$ cat src/rtl/asm_pkg.sv
// Package of constants for the converter status and mode register block
package asm_pkg;

  // ----------------------------------------------------------------
  // Register selection and reset values
  // ----------------------------------------------------------------
  localparam logic [2:0]  SEL_CONDITION   = 3'h0;
  localparam logic [2:0]  SEL_SETUP       = 3'h1;
  localparam logic [7:0]  CONDITION_RESET = 8'h88;
  localparam logic [15:0] SETUP_RESET     = 16'h000A;

  // ----------------------------------------------------------------
  // Field positions
  // ----------------------------------------------------------------
  localparam int CMD_WRITE_ENABLE_BIT = 7;
  localparam int CMD_READ_BIT         = 6;
  localparam int CMD_SEL_HI           = 5;
  localparam int CMD_SEL_LO           = 3;
  localparam int MODE_HI              = 15;
  localparam int MODE_LO              = 13;
  localparam int SETUP_RESERVED_MASK_LO = 0;

  // Operating mode codes
  localparam logic [2:0] MODE_POWER_DOWN = 3'h3;
  localparam logic [2:0] MODE_IDLE       = 3'h2;

  // ----------------------------------------------------------------
  // Timing: status raised this long before a new result lands
  // ----------------------------------------------------------------
  localparam int CLOCK_MHZ          = 250;
  localparam int PENDING_LEAD_NS    = 100;
  localparam int PENDING_LEAD_CYCLES = (PENDING_LEAD_NS * CLOCK_MHZ) / 1000;

  // Serial transfer phases
  typedef enum logic [1:0] {
    ASM_CMD   = 2'b00,
    ASM_DATA  = 2'b01,
    ASM_WRITE = 2'b11
  } asm_phase_e;

endpackage

$ cat src/rtl/asm_edge_sync.sv
// Two-flop synchroniser with edge detection for a pin input
module asm_edge_sync (
  // Clock and reset
  input  wire logic mclk,
  input  wire logic reset,
  // Pin and results
  input  wire logic pin,
  output logic      level,
  output logic      rise,
  output logic      fall
);

  logic meta;
  logic held;

  // ----------------------------------------------------------------
  // Synchroniser; only the second and third stages are ever inspected
  // ----------------------------------------------------------------
  always_ff @(posedge mclk) begin
    if (reset) begin
      meta  <= 1'b1;
      level <= 1'b1;
      held  <= 1'b1;
    end else begin
      meta  <= pin;
      level <= meta;
      held  <= level;
    end
  end

  // Edges from the settled level
  assign rise = level & ~held;
  assign fall = ~level & held;

endmodule

$ cat src/rtl/asm_status_mode.sv
// Status and mode registers behind a four-wire serial port
module asm_status_mode #(
  parameter int LEAD_CYCLES = asm_pkg::PENDING_LEAD_CYCLES
) (
  // Clock and reset
  input  wire logic        mclk,
  input  wire logic        reset,
  // Serial port pins
  input  wire logic        serial_clock,
  input  wire logic        data_in,
  input  wire logic        chip_select_n,
  output logic             data_out_ready_n,
  // Converter core events
  input  wire logic        result_load,
  input  wire logic        result_clamped,
  input  wire logic        result_soon,
  input  wire logic        data_read_done,
  input  wire logic [2:0]  active_channel_bits,
  input  wire logic        reference_low,
  input  wire logic        reference_detect_enable,
  // Converter control outputs
  output logic [15:0]      operating_setup,
  output logic             filter_restart
);

  // ----------------------------------------------------------------
  // Pin synchronisation
  // ----------------------------------------------------------------
  logic sclk_level;
  logic sclk_rise;
  logic sclk_fall;
  logic din_level;
  logic cs_level_n;
  logic din_meta;
  logic cs_meta_n;

  asm_edge_sync u_sclk (
    .mclk  (mclk),
    .reset (reset),
    .pin   (serial_clock),
    .level (sclk_level),
    .rise  (sclk_rise),
    .fall  (sclk_fall)
  );

  // Plain two-stage sync for data and select
  always_ff @(posedge mclk) begin
    if (reset) begin
      din_meta   <= 1'b0;
      din_level  <= 1'b0;
      cs_meta_n  <= 1'b1;
      cs_level_n <= 1'b1;
    end else begin
      din_meta   <= data_in;
      din_level  <= din_meta;
      cs_meta_n  <= chip_select_n;
      cs_level_n <= cs_meta_n;
    end
  end

  // ----------------------------------------------------------------
  // Status flags
  // ----------------------------------------------------------------
  logic       pending_n;
  logic       clamp_fault;
  logic       reference_missing_flag;
  logic       conversion_write;
  logic       powering_down;
  logic [7:0] converter_condition;
  logic [$clog2(LEAD_CYCLES + 1)-1:0] lead_count;

  // Missing reference only judged while detection is enabled
  always_ff @(posedge mclk) begin
    if (reset) begin
      reference_missing_flag <= 1'b0;
    end else begin
      reference_missing_flag <= reference_detect_enable & reference_low;
    end
  end

  // Lead counter: result_soon starts a delay before pending rises
  always_ff @(posedge mclk) begin
    if (reset) begin
      lead_count <= '0;
    end else if (result_soon) begin
      lead_count <= ($clog2(LEAD_CYCLES + 1))'(LEAD_CYCLES);
    end else if (lead_count != '0) begin
      lead_count <= lead_count - 1'b1;
    end
  end

  // Pending flag; a fresh result wins over any setting event
  always_ff @(posedge mclk) begin
    if (reset) begin
      pending_n <= asm_pkg::CONDITION_RESET[7];
    end else if (result_load) begin
      pending_n <= 1'b0;
    end else if (data_read_done || lead_count == 1 || conversion_write || powering_down) begin
      pending_n <= 1'b1;
    end
  end

  // Clamp fault written with the pending flag; a fresh result wins over the write clear
  always_ff @(posedge mclk) begin
    if (reset) begin
      clamp_fault <= asm_pkg::CONDITION_RESET[6];
    end else if (result_load) begin
      clamp_fault <= result_clamped | reference_missing_flag;
    end else if (conversion_write) begin
      clamp_fault <= 1'b0;
    end
  end

  // Status image; reading it touches nothing
  assign converter_condition = {pending_n, clamp_fault, reference_missing_flag,
                                1'b0, 1'b1, active_channel_bits};

  // ----------------------------------------------------------------
  // Serial engine
  // ----------------------------------------------------------------
  asm_pkg::asm_phase_e phase;
  logic [15:0] shift_in;
  logic [15:0] shift_out;
  logic [4:0]  bit_count;
  logic [4:0]  data_bits;
  logic        reading;
  logic [2:0]  selected;
  logic        driving;

  // Command then data; each transfer bit taken on serial clock rise
  always_ff @(posedge mclk) begin
    if (reset) begin
      phase     <= asm_pkg::ASM_CMD;
      shift_in  <= '0;
      bit_count <= '0;
      data_bits <= '0;
      reading   <= 1'b0;
      selected  <= '0;
      driving   <= 1'b0;
    end else if (cs_level_n) begin
      phase     <= asm_pkg::ASM_CMD;
      bit_count <= '0;
      driving   <= 1'b0;
    end else if (sclk_rise) begin
      shift_in <= {shift_in[14:0], din_level};
      case (phase)
        asm_pkg::ASM_CMD: begin
          // A leading one holds the engine at the first bit
          if (bit_count == '0 && din_level) begin
            bit_count <= '0;
          end else if (bit_count == 5'd7) begin
            bit_count <= '0;
            reading   <= shift_in[5];
            selected  <= shift_in[4:2];
            data_bits <= (shift_in[4:2] == asm_pkg::SEL_SETUP) ? 5'd16 : 5'd8;
            driving   <= shift_in[5];
            phase     <= asm_pkg::ASM_DATA;
          end else begin
            bit_count <= bit_count + 5'd1;
          end
        end
        asm_pkg::ASM_DATA: begin
          if (bit_count == data_bits - 5'd1) begin
            bit_count <= '0;
            driving   <= 1'b0;
            phase     <= reading ? asm_pkg::ASM_CMD : asm_pkg::ASM_WRITE;
          end else begin
            bit_count <= bit_count + 5'd1;
          end
        end
        default: begin
          phase <= asm_pkg::ASM_CMD;
        end
      endcase
    end else if (phase == asm_pkg::ASM_WRITE) begin
      phase <= asm_pkg::ASM_CMD;
    end
  end

  // Read data loaded on command end, shifted on falling clock
  always_ff @(posedge mclk) begin
    if (reset) begin
      shift_out <= '0;
    end else if (sclk_rise && phase == asm_pkg::ASM_CMD && bit_count == 5'd7) begin
      if (shift_in[4:2] == asm_pkg::SEL_SETUP) begin
        shift_out <= operating_setup;
      end else begin
        shift_out <= {converter_condition, 8'h00};
      end
    end else if (sclk_fall && driving && bit_count != '0) begin
      // First data fall only presents the MSB; shifting there would lose it
      shift_out <= {shift_out[14:0], 1'b0};
    end
  end

  // ----------------------------------------------------------------
  // Mode register and its side effects
  // ----------------------------------------------------------------
  logic write_done;
  assign write_done = (phase == asm_pkg::ASM_WRITE) && !reading
                      && selected == asm_pkg::SEL_SETUP;
  assign conversion_write = write_done;
  assign powering_down = operating_setup[asm_pkg::MODE_HI:asm_pkg::MODE_LO]
                         == asm_pkg::MODE_POWER_DOWN;

  // Stored MSB first as shifted in; host keeps reserved bits zero
  always_ff @(posedge mclk) begin
    if (reset) begin
      operating_setup <= asm_pkg::SETUP_RESET;
      filter_restart  <= 1'b0;
    end else begin
      filter_restart <= write_done;
      if (write_done) begin
        operating_setup <= shift_in;
      end
    end
  end

  // Shared pin: data while reading, otherwise the ready level
  always_ff @(posedge mclk) begin
    if (reset) begin
      data_out_ready_n <= 1'b1;
    end else if (driving) begin
      data_out_ready_n <= shift_out[15];
    end else begin
      data_out_ready_n <= pending_n;
    end
  end

endmodule

$ cat config.mk
export PLATFORM = sky130hd
export DESIGN_NAME = asm_status_mode
export DESIGN_NICKNAME = d
export VERILOG_FILES = /design/src/rtl/asm_pkg.sv /design/src/rtl/asm_edge_sync.sv /design/src/rtl/asm_status_mode.sv
export SDC_FILE = /design/constraint.sdc
export NUM_CORES = 1
export LEC_CHECK = 0
export BUFFER_PORTS_ARGS = -buffer_cell sky130_fd_sc_hd__buf_2
export CORE_UTILIZATION = 53
export CTS_CLUSTER_SIZE = 40
export DETAILED_ROUTE_END_ITERATION = 10
export GPL_TIMING_DRIVEN = 0
export PLACE_DENSITY = 0.75
export SLEW_MARGIN = 25
export SYNTH_ARGS = -nofsm -noshare
export SYNTH_HDL_FRONTEND = slang
export SYNTH_HIERARCHICAL = 1
export SYNTH_SLANG_ARGS = --single-unit
$ cat constraint.sdc
create_clock -name mclk -period 1.9 [get_ports mclk]
set_clock_uncertainty 0.2 [all_clocks]
set_input_delay 0 -clock mclk [delete_from_list [all_inputs] [get_ports mclk]]
set_output_delay 0 -clock mclk [all_outputs]
set_load 0.005 [all_outputs]
==> Word-level counts from Yosys, hierarchy flattened <==
Cells that the tools add are included.
{ "classes": {"add_sub_neg": 3, "n_reduce_logical": 28, "n_div": 0, "mul": 0, "mux": 26, "n_bitwise": 8, "n_eq_ne": 14, "n_lt_le_gt_ge": 0, "shift": 0} }
{ "ops": {"columns": ["operator", "count"], "rows": [
  ["$mux 16", 3],
  ["$mux 5", 6],
  ["$mux 2", 6],
  ["$reduce_bool 2->1", 6],
  ["$pmux 5 s2", 1],
  ["$reduce_and 5->1", 2],
  ["$reduce_bool 5->1", 2],
  ["$sub 5x1->5 const B", 2],
  ["$ne 3x3->1 const B", 3],
  ["$mux 1", 8],
  ["$logic_and 1x1->1", 7],
  ["$eq 3x1->1 const B", 2],
  ["$ne 2x2->1 const B", 3],
  ["$add 5x1->5 const B", 1],
  ["$eq 5x1->1 const B", 1],
  ["$eq 5x3->1 const B", 1],
  ["$eq 5x5->1", 1],
  ["$logic_not 5->1", 1],
  ["$not 1->1", 4],
  ["$pmux 2 s2", 1],
  ["$reduce_and 2->1", 2],
  ["$reduce_and 4->1", 1],
  ["$reduce_or 2->1", 2],
  ["$and 1x1->1", 3],
  ["8 further kinds", 10]
]} }
{ "totals": {"register_bits": 82, "mem_bits_ro": 0, "inputBits": 14, "out_inout_bits": 18, "n_memories": 0, "ramBits": 0, "latch_bits": 0, "wordCells": 102} }

==> Longest topological paths before layout <==
Gate-level depths: netlist (run 1).
{ "depth": {"depth_word": 7, "ltp_mapped": 7, "mapped_depth_nobuf": 6} }

==> Modules after synthesis <==
Netlist (run 1), hierarchy kept.
{ "by_module_without_submodules": {"columns": ["module", "area_each_um2", "cells_per_inst", "instances", "seq_area_each_um2"], "rows": [
  ["asm_status_mode", 3333.2, 345, 1, 1521.5],
  ["asm_edge_sync", 92.6, 8, 1, 60.1]
]} }

==> Worst setup path after synthesis (run 1) <==
No wires, ideal clock.
{ "synth_path": {"path_kind": "reg-to-reg", "from": "register u_sclk.level", "to": "register shift_out[11]", "slack_ns": -0.001, "setup_time_ns": 0.144, "n_path_buf": 1, "stages_incl_launch_ff": 7, "arrival_time_ns": 1.557, "synth_period_minus_slack_ns": 1.901, "t_required_ns": 1.556, "cell_sequence": "dfxtp_1 > nor2b_1 > nand2b_1 > or3_4 > buf_6 > nor3_2 > a211oi_2"} }
{ "synth_between": {"elab_cells_between_ends": 9, "cone_classes": "1 x mux; 3 x bitwise; 5 x reduce/logical"} }
{ "synth_rtl": {"columns": ["element", "line", "rtl"], "rows": [
  ["start, declared", "asm_edge_sync.sv:8", "output logic level,"],
  ["start signal, assigned", "asm_edge_sync.sv:26", "level <= meta;"],
  ["$and 1x1->1 *", "asm_edge_sync.sv:32", "assign rise = level & ~held;"],
  ["net sclk_rise", "asm_status_mode.sv:30", "logic sclk_rise;"],
  ["$logic_and 1x1->1 * (2 in series)", "asm_status_mode.sv:184", "end else if (sclk_rise && phase == asm_pkg::ASM_CMD && bit_count == 5'd7) begin"],
  ["$mux 16 or $reduce_bool 2->1 (tied branches)", null, null],
  ["end signal, assigned", "asm_status_mode.sv:186", "shift_out <= operating_setup;"],
  ["end signal, assigned", "asm_status_mode.sv:188", "shift_out <= {converter_condition, 8'h00};"],
  ["end signal, assigned", "asm_status_mode.sv:192", "shift_out <= {shift_out[14:0], 1'b0};"],
  ["end, declared", "asm_status_mode.sv:123", "logic [15:0] shift_out;"]
]} }
The timed path passes the listed nets; every way through them passes the cells marked *.
A chain may end at the register's enable or synchronous reset.

==> Worst setup path in the final report (run 1) <==
{ "layout_path": {"from": "register u_sclk.level", "to": "register shift_out[7]"} }
The elaborated chain is that of the path after synthesis.

==> results of run 1 <==
[cell usage in the layout (no fill, tap or decap), drive strengths merged, types with 2 or more instances in the layout]
cell type / n
or3: 2
xnor2: 4
nor2b: 8
nand3b: 4
dfxtp: 79
clkbuf: 21
dlygate4sd3: 14
nor2: 33
inv: 10
a211o: 3
a221oi: 4
nand4b: 2
buf: 46
clkinv: 3
a211oi: 14
nor3b: 2
or2: 5
nor4b: 2
xor2: 2
nand2b: 3
ha: 5
nand2: 45
nor3: 6
nor4: 6
mux2i: 36
a21oi: 40
nand4: 3
[final cells by class]
| cell class | instances | area, um^2 |
|---|---|---|
| Clock inverter | 7 | 78.8 |
| Sequential cell | 79 | 1590 |
| Inverter | 7 | 26.3 |
| Fill cell | 473 | 1930 |
| Tap cell | 75 | 93.8 |
| Clock buffer | 9 | 124 |
| Buffer | 23 | 131 |
| Multi-Input combinational cell | 243 | 1750 |
| Timing Repair Buffer | 49 | 338 |
[metal layers]
layer / part of all wire / vias up / wire, um
li1: - / 1358 / -
met1: 0.47 / 1242 / 3580
met2: 0.48 / 37 / 3650
met3: 0.035 / 10 / 264
met4: 0.011 / 0 / 87
met5: 0 / - / 0
[cells by family after synthesis]
group,after synthesis,share of synthesized area
AND/OR/NAND/NOR,128,0.206
flip-flops,79,0.462
AO/OA/AOI/OAI,67,0.145
multiplexers,37,0.108
buffers and inverters,31,0.0446
XOR/XNOR,6,0.0153
adder cells (fa/ha/maj),5,0.0183
[registers in the layout, indices dropped and copies added (netlist names)]
register                cells
u_sclk/meta                 1
din_level                   1
pending_n                   1
reference_missing_flag      1
shift_in                   16
data_bits                   2
din_meta                    1
operating_setup            16
bit_count                   5
lead_count                  5
data_out_ready_n            1
cs_meta_n                   1
u_sclk/held                 1
cs_level_n                  1
driving                     1
shift_out                  16
phase                       2
filter_restart              1
reading                     1
selected                    3
clamp_fault                 1
u_sclk/level                1
[through the flow]
step	worst slack, ns	instances
floorplan	0.0173	353
global placement	-0.135	459
detailed placement	-0.176	459
CTS	-0.0113	490
global route	-0.0104	492
finish	0.0361	492
[Yosys cell counts, types with 2 or more instances]
| cell type | number |
|---|---|
| nand4b_1 | 2 |
| dfxtp_1 | 79 |
| a211oi_1 | 3 |
| nor3_1 | 5 |
| nand2_1 | 45 |
| xnor2_1 | 4 |
| a211o_1 | 3 |
| nor4_1 | 5 |
| nand2b_1 | 3 |
| a221oi_2 | 4 |
| a21oi_1 | 40 |
| clkbuf_1 | 14 |
| or2_1 | 3 |
| nor2_1 | 32 |
| nor2b_1 | 8 |
| a211oi_2 | 11 |
| buf_6 | 4 |
| mux2i_1 | 36 |
| nand3b_1 | 4 |
| inv_1 | 7 |
| buf_2 | 5 |
| or2_2 | 2 |
| xor2_1 | 2 |
| nand4_1 | 3 |
| ha_1 | 5 |
[final timing paths]
check	start	endpoint	slack (ns)	cells past startpoint
min reg2reg	u_sclk/meta	u_sclk/level	0.21	1
min	chip_select_n	cs_meta_n	0.16	3
max reg2reg	u_sclk/level	shift_out[7]	0.04	6
max	u_sclk/level	shift_out[7]	0.04	6
[worst max-delay path: cells and delay by family (launching register included)]
kind | cells | cell delay, ns
compound gates | 2 | 0.26
flops | 1 | 0.34
buf+inv | 1 | 0.16
simple gates | 3 | 0.78
[report_power, final]
group | switching [W] | total [W] | internal (W)
logic | 0.0000971 | 0.000183 | 0.0000854
clock network | 0.000664 | 0.00129 | 0.000623
registers | 0.0000185 | 0.00169 | 0.00168
[repair_timing]
| action | in CTS | in global routing |
|---|---|---|
| hold buffers | 14 | 0 |
| endpoints found under the setup margin | 36 | 34 |
| resized for setup | 10 | 15 |
| pin swaps | 1 | 4 |
| setup buffers | 1 | 3 |
| endpoints found under the hold margin | 18 | 0 |
==> results.md, run 1 <==
* Worst skew pair latency at 0.36 ns
* Outcome: complete, no violations
* Buffers on Ports at 31
* Slowest stage cell, crit path: or3_4
* Seq cells post-synth at 79
* Area Growth Syn to Fin at 20.6%
* Routed length per instance at 15.4 um
* CTS H-Tree Depth at 3
* Gpl congestion at 0.797
* Slew Limit Fails at 0
* Ys async rst share at 0
* Largest net degree at the start of global routing at 16
* Synthesized cell area at 0.00343 mm^2
* Setup TNS at 0 ns
* Syn avg cell area at 9.70 um^2
* CP startpoint kind: flip-flop
* Gr usage total at 0.244
* Pwr Density at 766 mW/mm^2
* Core area at 0.00606 mm^2
* Busiest grt layer: met2
* Chip height at 82.4 um
* I/O pin count at 32
* Die width at 82.4 um
* Maximum VDD drop at 521 uV
* ANT nets after route at 0
* Setup Viol. Count Final at 0
* Syn Nets at 372
* Ys Warns at 6
* CTS Buf Count at 9
* DR pass1 iterations at 4
* Post-synth EDFFs at 0
* Synth area leader: dfxtp_1
* Syn Inst Count at 353
* Clock root cell: clkbuf_8
* Critical path endpoint category: flip-flop
* Min-delay worst type: in -> reg
* FMAX at 537 MHz
* Std cell rows at 28
* Post-Route WL at 7580 um
* Initial DRC Count at 140
* TritonCTS Sinks at 79
* Met2 Use GR at 0.393
* Maxcap violations at 0
* CTS tree: built
* Util after Layout at 0.682
* Clock tree buffer depth at 2
* Nets@finish at 431
* Clock slew at reported path FFs at 0.09 ns
* Vias in the first global route at 2,482
* Leakage power at 1.59 nW
* Drc violations at 0
* Max_slew headroom at 0.561
* Vias/cell at 5.38
* Layout cell share with drive strength beyond 1 at 0.252
* Met1 usage at 0.324
* Starting Density at 0.565
* Max incr delay on CP at 0.41 ns
* Distinct cells, synth at 49
* Worst-margin pin slew at 0.659 ns
* Post-route cell area at 0.00413 mm^2
* Crit path required time at 1.93 ns
* Sequential area share after synthesis at 0.462
* Crit Path Max Fanout at 10
* Hold Vio Cnt, Final at 0
* Type of the worst setup path: reg -> reg
* Remaining Overflow, GRT at 0
* Ant. Diodes at 0
* Die area at 0.00679 mm^2
* Dpl cell area at 0.00368 mm^2
* First-pass GRT wire length at 12,100 um
* Arr. time, crit path at 1.89 ns
* Post-layout min period at 1.86 ns
* Initial antenna violation count at 0
* Synth area leaders: dfxtp_1, mux2i_1, a21oi_1, nand2_1, a211oi_2
* Vias after detailed routing at 2,647
* RSZ-0062 raised after global routing: yes
* CP cell instances: nor2b_4 -> nand2b_4 -> or3_4 -> buf_6 -> a21oi_1 -> a211oi_2
* Min Hold Slack at 0.164 ns
* Tot Pwr at 0.00316 W
* Synth top area share at 0.462
* Ys flop type: dfxtp_1
* Met3 track utilization from global routing at 0.0363
* Post-DP HPWL at 5200 um
* Fin crit share at 0.981
No activity file was read; power rests on OpenSTA's default activity.
==> run 2, diff against run 1 <==
- CORE_ASPECT_RATIO: default -> 1.1
- REMOVE_ABC_BUFFERS: default -> 1
- SLEW_MARGIN: 25 -> default
==> run 2 against run 1 <==
  * Highest routed layer unchanged
  * Total power rose by 3.7%
  * Register-to-register slack improved by 0.02 ns
  * First-iteration DRC count up 12%
  * Sequential cell count did not move
  * The flow now finishes with violations (negative hold slack)
  * Combinational power down 14%
  * Maximum frequency is 0.87% higher
  * Cell area down 0.24%
  * Largest power group unchanged
  * Via count is 0.76% higher
==> results.md, run 2 (synthesized netlist as in run 1, its figures left out) <==
* DR pass1 iterations at 4 (unchanged)
* First-pass GRT wire length at 11,700 um (-4.0%)
* FILL cells at 485 (+2.5%)
* Remaining Overflow, GRT at 0 (unchanged)
* Register area at 0.00159 mm^2 (+0.16%)
* Failing checks: negative hold slack
* Clock tree buffer depth at 2 (unchanged)
* Post-route cell area at 0.00412 mm^2 (-0.24%)
* Crit Path Max Fanout at 8 (-2)
* Post-layout min period at 1.85 ns (-0.0161 ns)
* Arr. time, crit path at 1.86 ns (-0.03 ns)
* Vias in the first global route at 2,502 (+0.81%)
* CP startpoint kind: flip-flop
* Die width at 78.7 um (-4.5%)
* Worst skew pair latency at 0.36 ns (about the same)
* Buffers on Ports at 31 (unchanged)
* Routed length per instance at 15.2 um (-1.3%)
* Initial antenna violation count at 0 (unchanged)
* Die area at 0.00679 mm^2 (about the same)
* Crit path required time at 1.92 ns (about the same)
* Setup TNS at 0 ns (unchanged)
* Starting Density at 0.553 (-0.0121)
* Largest regs: operating_setup (16), shift_in (16), shift_out (16)
* Max_slew headroom at 0.437 (-0.124)
* RSZ-0062 raised after global routing: yes
* Min-delay worst type: in -> reg
* I/O pin count at 32 (unchanged)
* FMAX at 541 MHz (+0.87%)
* CTS Buf Count at 9 (unchanged)
* TritonCTS Sinks at 79 (unchanged)
* ANT nets after route at 0 (unchanged)
* Chip height at 86.3 um (+4.8%)
* Largest net degree at the start of global routing at 79 (+63)
* Nets@finish at 415 (-3.7%)
* Leakage power at 1.55 nW (-2.5%)
* Outcome: complete, but fails checks
* Std cell rows at 30 (+7.1%)
* Gr usage total at 0.225 (-0.0187)
* Gpl congestion at 0.774 (-2.8%)
* Critical path endpoint category: flip-flop
* Clock root cell: clkbuf_8
* Worst-margin pin slew at 0.845 ns (+0.186 ns)
* Drc violations at 0 (unchanged)
* Maximum VDD drop at 577 uV (+11%)
* Post-Route WL at 7320 um (-3.5%)
* Most frequent cells in the layout: dfxtp_1, nand2_1, mux2i_1, a21oi_1, nor2_1
* Maxcap violations at 0 (unchanged)
* Multi-input gate area at 0.00180 mm^2 (+2.5%)
* Vias/cell at 5.54 (+3.1%)
* Type of the worst setup path: reg -> reg
* Pwr Density at 796 mW/mm^2 (+4.0%)
* Min Hold Slack at -0.000591 ns (-0.165 ns)
* CTS H-Tree Depth at 3 (unchanged)
* Most common cell after layout, fill and taps aside: dfxtp_1
* Post-DP HPWL at 3860 um (-26%)
* Slew Limit Fails at 0 (unchanged)
* Fin crit share at 0.973 (-0.00845)
* Util after Layout at 0.666 (-0.0162)
* Clock slew at reported path FFs at 0.08 ns (about the same)
* Core area at 0.00619 mm^2 (+2.2%)
* Ant. Diodes at 0 (unchanged)
* Dpl cell area at 0.00355 mm^2 (-3.3%)
* Area Growth Syn to Fin at 20.3%
* Setup Viol. Count Final at 0 (unchanged)
* Vias after detailed routing at 2,667 (+0.76%)
* Initial DRC Count at 157 (+12%)
* Layout cell share with drive strength beyond 1 at 0.259 (+0.00755)
* Cells after DPL at 440 (-4.1%)
* CTS tree: built
* Hold Vio Cnt, Final at 1 (+1)
* Cell Count, Final, Fillers Out at 481 (-2.2%)
[run 2: cell types whose count changed in the layout (fill, tap and decap cells not counted), moves of 4 or more]
cell / before / now
buf_4: 3 / 9
clkbuf_2: 4 / 0
buf_2: 36 / 30
clkbuf_1: 7 / 1
buf_6: 4 / 0
[run 2: critical path: stages, from the launching register on]
cell	delay, ns
dfxtp_4	0.39
ha_4	0.16
nand4bb_4	0.18
or3_4	0.52
a21oi_1	0.20
a211oi_2	0.06
[run 2: layout make-up]
class | instances | area share
Clock inverter | 4 | 0.0185
Tap cell | 80 | 0.0243
Sequential cell | 79 | 0.386
Multi-Input combinational cell | 246 | 0.436
Inverter | 7 | 0.00637
Timing Repair Buffer | 53 | 0.0917
Clock buffer | 12 | 0.0376
[run 2: worst paths after layout]
kind           startpoint            endpoint  slack (ns)  depth (start not counted)
min reg2reg   u_sclk/meta        u_sclk/level        0.21                          1
min                 reset  operating_setup[9]     -0.0006                          2
max          bit_count[0]        shift_out[2]        0.05                          5
max reg2reg  bit_count[0]        shift_out[2]        0.05                          5
[run 2: stage by stage]
step           power (W)  hold WS [ns]  setup slack, ns
2_1_floorplan    0.00181        -0.135           -0.311
3_3_place_gp     0.00186       -0.0171           -0.744
4_1_cts          0.00330         0.140          0.00617
3_5_place_dp     0.00187       -0.0144           -0.805
5_1_grt          0.00339        0.0420          -0.0117
6_report         0.00328     -0.000591           0.0522
[run 2: repair_timing]
action                     CTS  global route
setup endpoints to repair   62            57
setup buffers                6             4
hold buffers                12             0
hold endpoints to repair    14             0
resized for setup           11            15
pin swaps                    5             4
cloned                       3             0
[run 2: per-layer routing]
metal	GRT usage	vias up	wire [um]
met5	0	-	0
met4	0.158	0	208
met3	0.0379	17	308
met2	0.376	54	3670
met1	0.261	1275	3130
li1	-	1321	-
[run 2: where the power goes]
group | internal (W) | switching [W]
combinational | 0.0000756 | 0.0000827
clock | 0.000817 | 0.000612
sequential | 0.00168 | 0.0000193
==> run 3, diff against run 2 <==
- CORE_ASPECT_RATIO: 1.1 -> 1.5
- CORE_UTILIZATION: 53 -> 58
- PLACE_DENSITY: 0.75 -> 0.78
- clock period: 1.9 -> 1.8 ns (I/O delays scaled with it)
==> run 3 against run 2 <==
  * The flow finishes with violations (negative setup slack)
  * Utilization increased by 11 points
  * Sequential share of layout area fell by 1.4 points
  * Clock power grew 10%
  * Final cell count is the same
  * Critical path type unchanged
  * Critical endpoint is now selected[1]
  * Largest power group unchanged
==> results.md, run 3 (synthesized netlist as in run 1, its figures left out) <==
* Crit path required time at 1.79 ns (-0.13 ns)
* Largest regs: operating_setup (16), shift_in (16), shift_out (16)
* Clock slew at reported path FFs at 0.08 ns (about the same)
* Fin crit share at 1.06 (+0.0858)
* Failing checks: negative setup slack
* Clock root cell: clkbuf_8
* Maximum VDD drop at 730 uV (+27%)
* Reg power frac at 0.504 (-0.012)
* Drc violations at 0 (unchanged)
* Clock tree buffer depth at 2 (unchanged)
* Outcome: complete, but fails checks
* Arr. time, crit path at 1.90 ns (+0.04 ns)
* Initial DRC Count at 172 (+9.6%)
* Hold Vio Cnt, Final at 0 (-1)
* Initial antenna violation count at 0 (unchanged)
* Max_slew headroom at 0.437 (+0.000532)
* Maxcap violations at 0 (unchanged)
* I/O pin count at 32 (unchanged)
* Chip height at 96.1 um (+11%)
* Area Growth Syn to Fin at 25.5%
* TritonCTS Sinks at 79 (unchanged)
* Gr usage total at 0.257 (+0.0323)
* Die width at 64.8 um (-18%)
* Leakage power at 1.63 nW (+4.9%)
* Worst setup margin at -0.105 ns (-0.157 ns)
* Vias after detailed routing at 2,750 (+3.1%)
* Min Hold Slack at 0.0232 ns (+0.0238 ns)
* Worst-margin pin slew at 0.844 ns (-0.000797 ns)
* Most common cell after layout, fill and taps aside: dfxtp_1
* Switch Pwr at 0.000773 W (+8.2%)
* Critical path endpoint category: flip-flop
* Internal power at 0.00278 W (+8.2%)
* Post-route cell area at 0.00430 mm^2 (+4.3%)
* RSZ-0062 raised after global routing: yes
* Post-Route WL at 7730 um (+5.6%)
* Switching share of power at 0.218 (about the same)
* Layout cell share with drive strength beyond 1 at 0.311 (+0.0521)
* Nets@finish at 425 (+2.4%)
* CTS tree: built
* Routed length per instance at 16.1 um (+5.6%)
* Worst skew pair latency at 0.35 ns (about the same)
* Post-layout min period at 1.91 ns (+0.0572 ns)
* First-pass GRT wire length at 12,100 um (+3.6%)
* Logic pwr share at 0.050 (+0.002)
* Clock network power share at 0.446 (+0.011)
* Post-DP HPWL at 3970 um (+3.0%)
* CTS Buf Count at 9 (unchanged)
* Core area at 0.00557 mm^2 (-10%)
* CP startpoint kind: flip-flop
* Buffers on Ports at 31 (unchanged)
* CTS H-Tree Depth at 3 (unchanged)
* Std cell rows at 33 (+10%)
* Tot Pwr at 0.00355 W (+8.2%)
* Starting Density at 0.615 (+0.0615)
* Dpl cell area at 0.00354 mm^2 (-0.35%)
* Remaining Overflow, GRT at 0 (unchanged)
* FILL cells at 366 (-25%)
* Type of the worst setup path: reg -> reg
* Min-delay worst type: in -> reg
* Gpl congestion at 0.831 (+7.3%)
* Crit Path Max Fanout at 4 (-4)
* Ant. Diodes at 0 (unchanged)
* Setup Viol. Count Final at 12 (+12)
* DR pass1 iterations at 6 (+2)
* Slew Limit Fails at 0 (unchanged)
* Die area at 0.00622 mm^2 (-8.3%)
* Vias/cell at 5.72 (+3.1%)
* Setup TNS at -0.422 ns (-0.422 ns)
* ANT nets after route at 0 (unchanged)
* Most frequent cells in the layout: dfxtp_1, nand2_1, mux2i_1, a21oi_1, nor2_1
* Vias in the first global route at 2,600 (+3.9%)
* Largest net degree at the start of global routing at 79 (unchanged)
* Pwr Density at 826 mW/mm^2 (+3.7%)
* FMAX at 525 MHz (-3.0%)
-- run 3: area by class of cell --
cell class                 instances  area [um^2]  area share
timing repair buffer              62          458       0.106
clock buffer                       9          124      0.0288
tap                               70         87.6      0.0204
clock inverter                     7          120      0.0279
sequential                        79         1600       0.371
multi-input combinational        247         1890       0.439
inverter                           7         26.3     0.00611
-- run 3: power groups by stage --
stage | clock network, W | logic [W] | registers [W]
3_5_place_dp | 0 | 0.000141 | 0.00183
3_3_place_gp | 0 | 0.000138 | 0.00183
5_1_grt | 0.00169 | 0.000201 | 0.00179
4_1_cts | 0.00161 | 0.000168 | 0.00179
6_report | 0.00158 | 0.000179 | 0.00179
2_1_floorplan | 0 | 0.0000853 | 0.00183
-- run 3: critical path, cell delays in order, from the launching register on --
cell and delay (ns):
dfxtp_4 0.38, ha_4 0.15, nand4bb_4 0.16, nor4_4 0.28
buf_4 0.21, mux2i_1 0.26, nor2_1 0.10
-- run 3: metrics by stage --
stage	instances	worst slack [ns]	util
after floorplan	329	-0.411	-
after global placement	430	-0.864	0.635
after detailed placement	430	-0.889	0.635
after CTS	475	-0.0720	0.746
after global routing	481	-0.159	0.771
final	481	-0.105	0.771
-- run 3: path summary, 6_finish.rpt --
kind | cells after the start | slack (ns) | start | to
worst max-delay path | 6 | -0.11 | bit_count[0] | selected[1]
worst min register to register | 1 | 0.22 | cs_meta_n | cs_level_n
worst max register to register | 6 | -0.11 | bit_count[0] | selected[1]
worst min-delay path | 2 | 0.02 | reset | operating_setup[5]
-- run 3: what timing repair did --
item                       in CTS  in global routing
cloned                          3                  2
pin swaps                      15                  7
hold endpoints to repair       14                  0
buffers inserted               14                  4
setup endpoints to repair      63                 62
hold buffers                   12                  0
gates resized for setup        31                 19
-- run 3: routing by layer --
layer	global-route usage	up-vias	routed length, um
met5	0	-	0
met4	0.128	0	208
met3	0.0723	23	280
met2	0.451	66	4110
met1	0.280	1313	3130
li1	-	1348	-
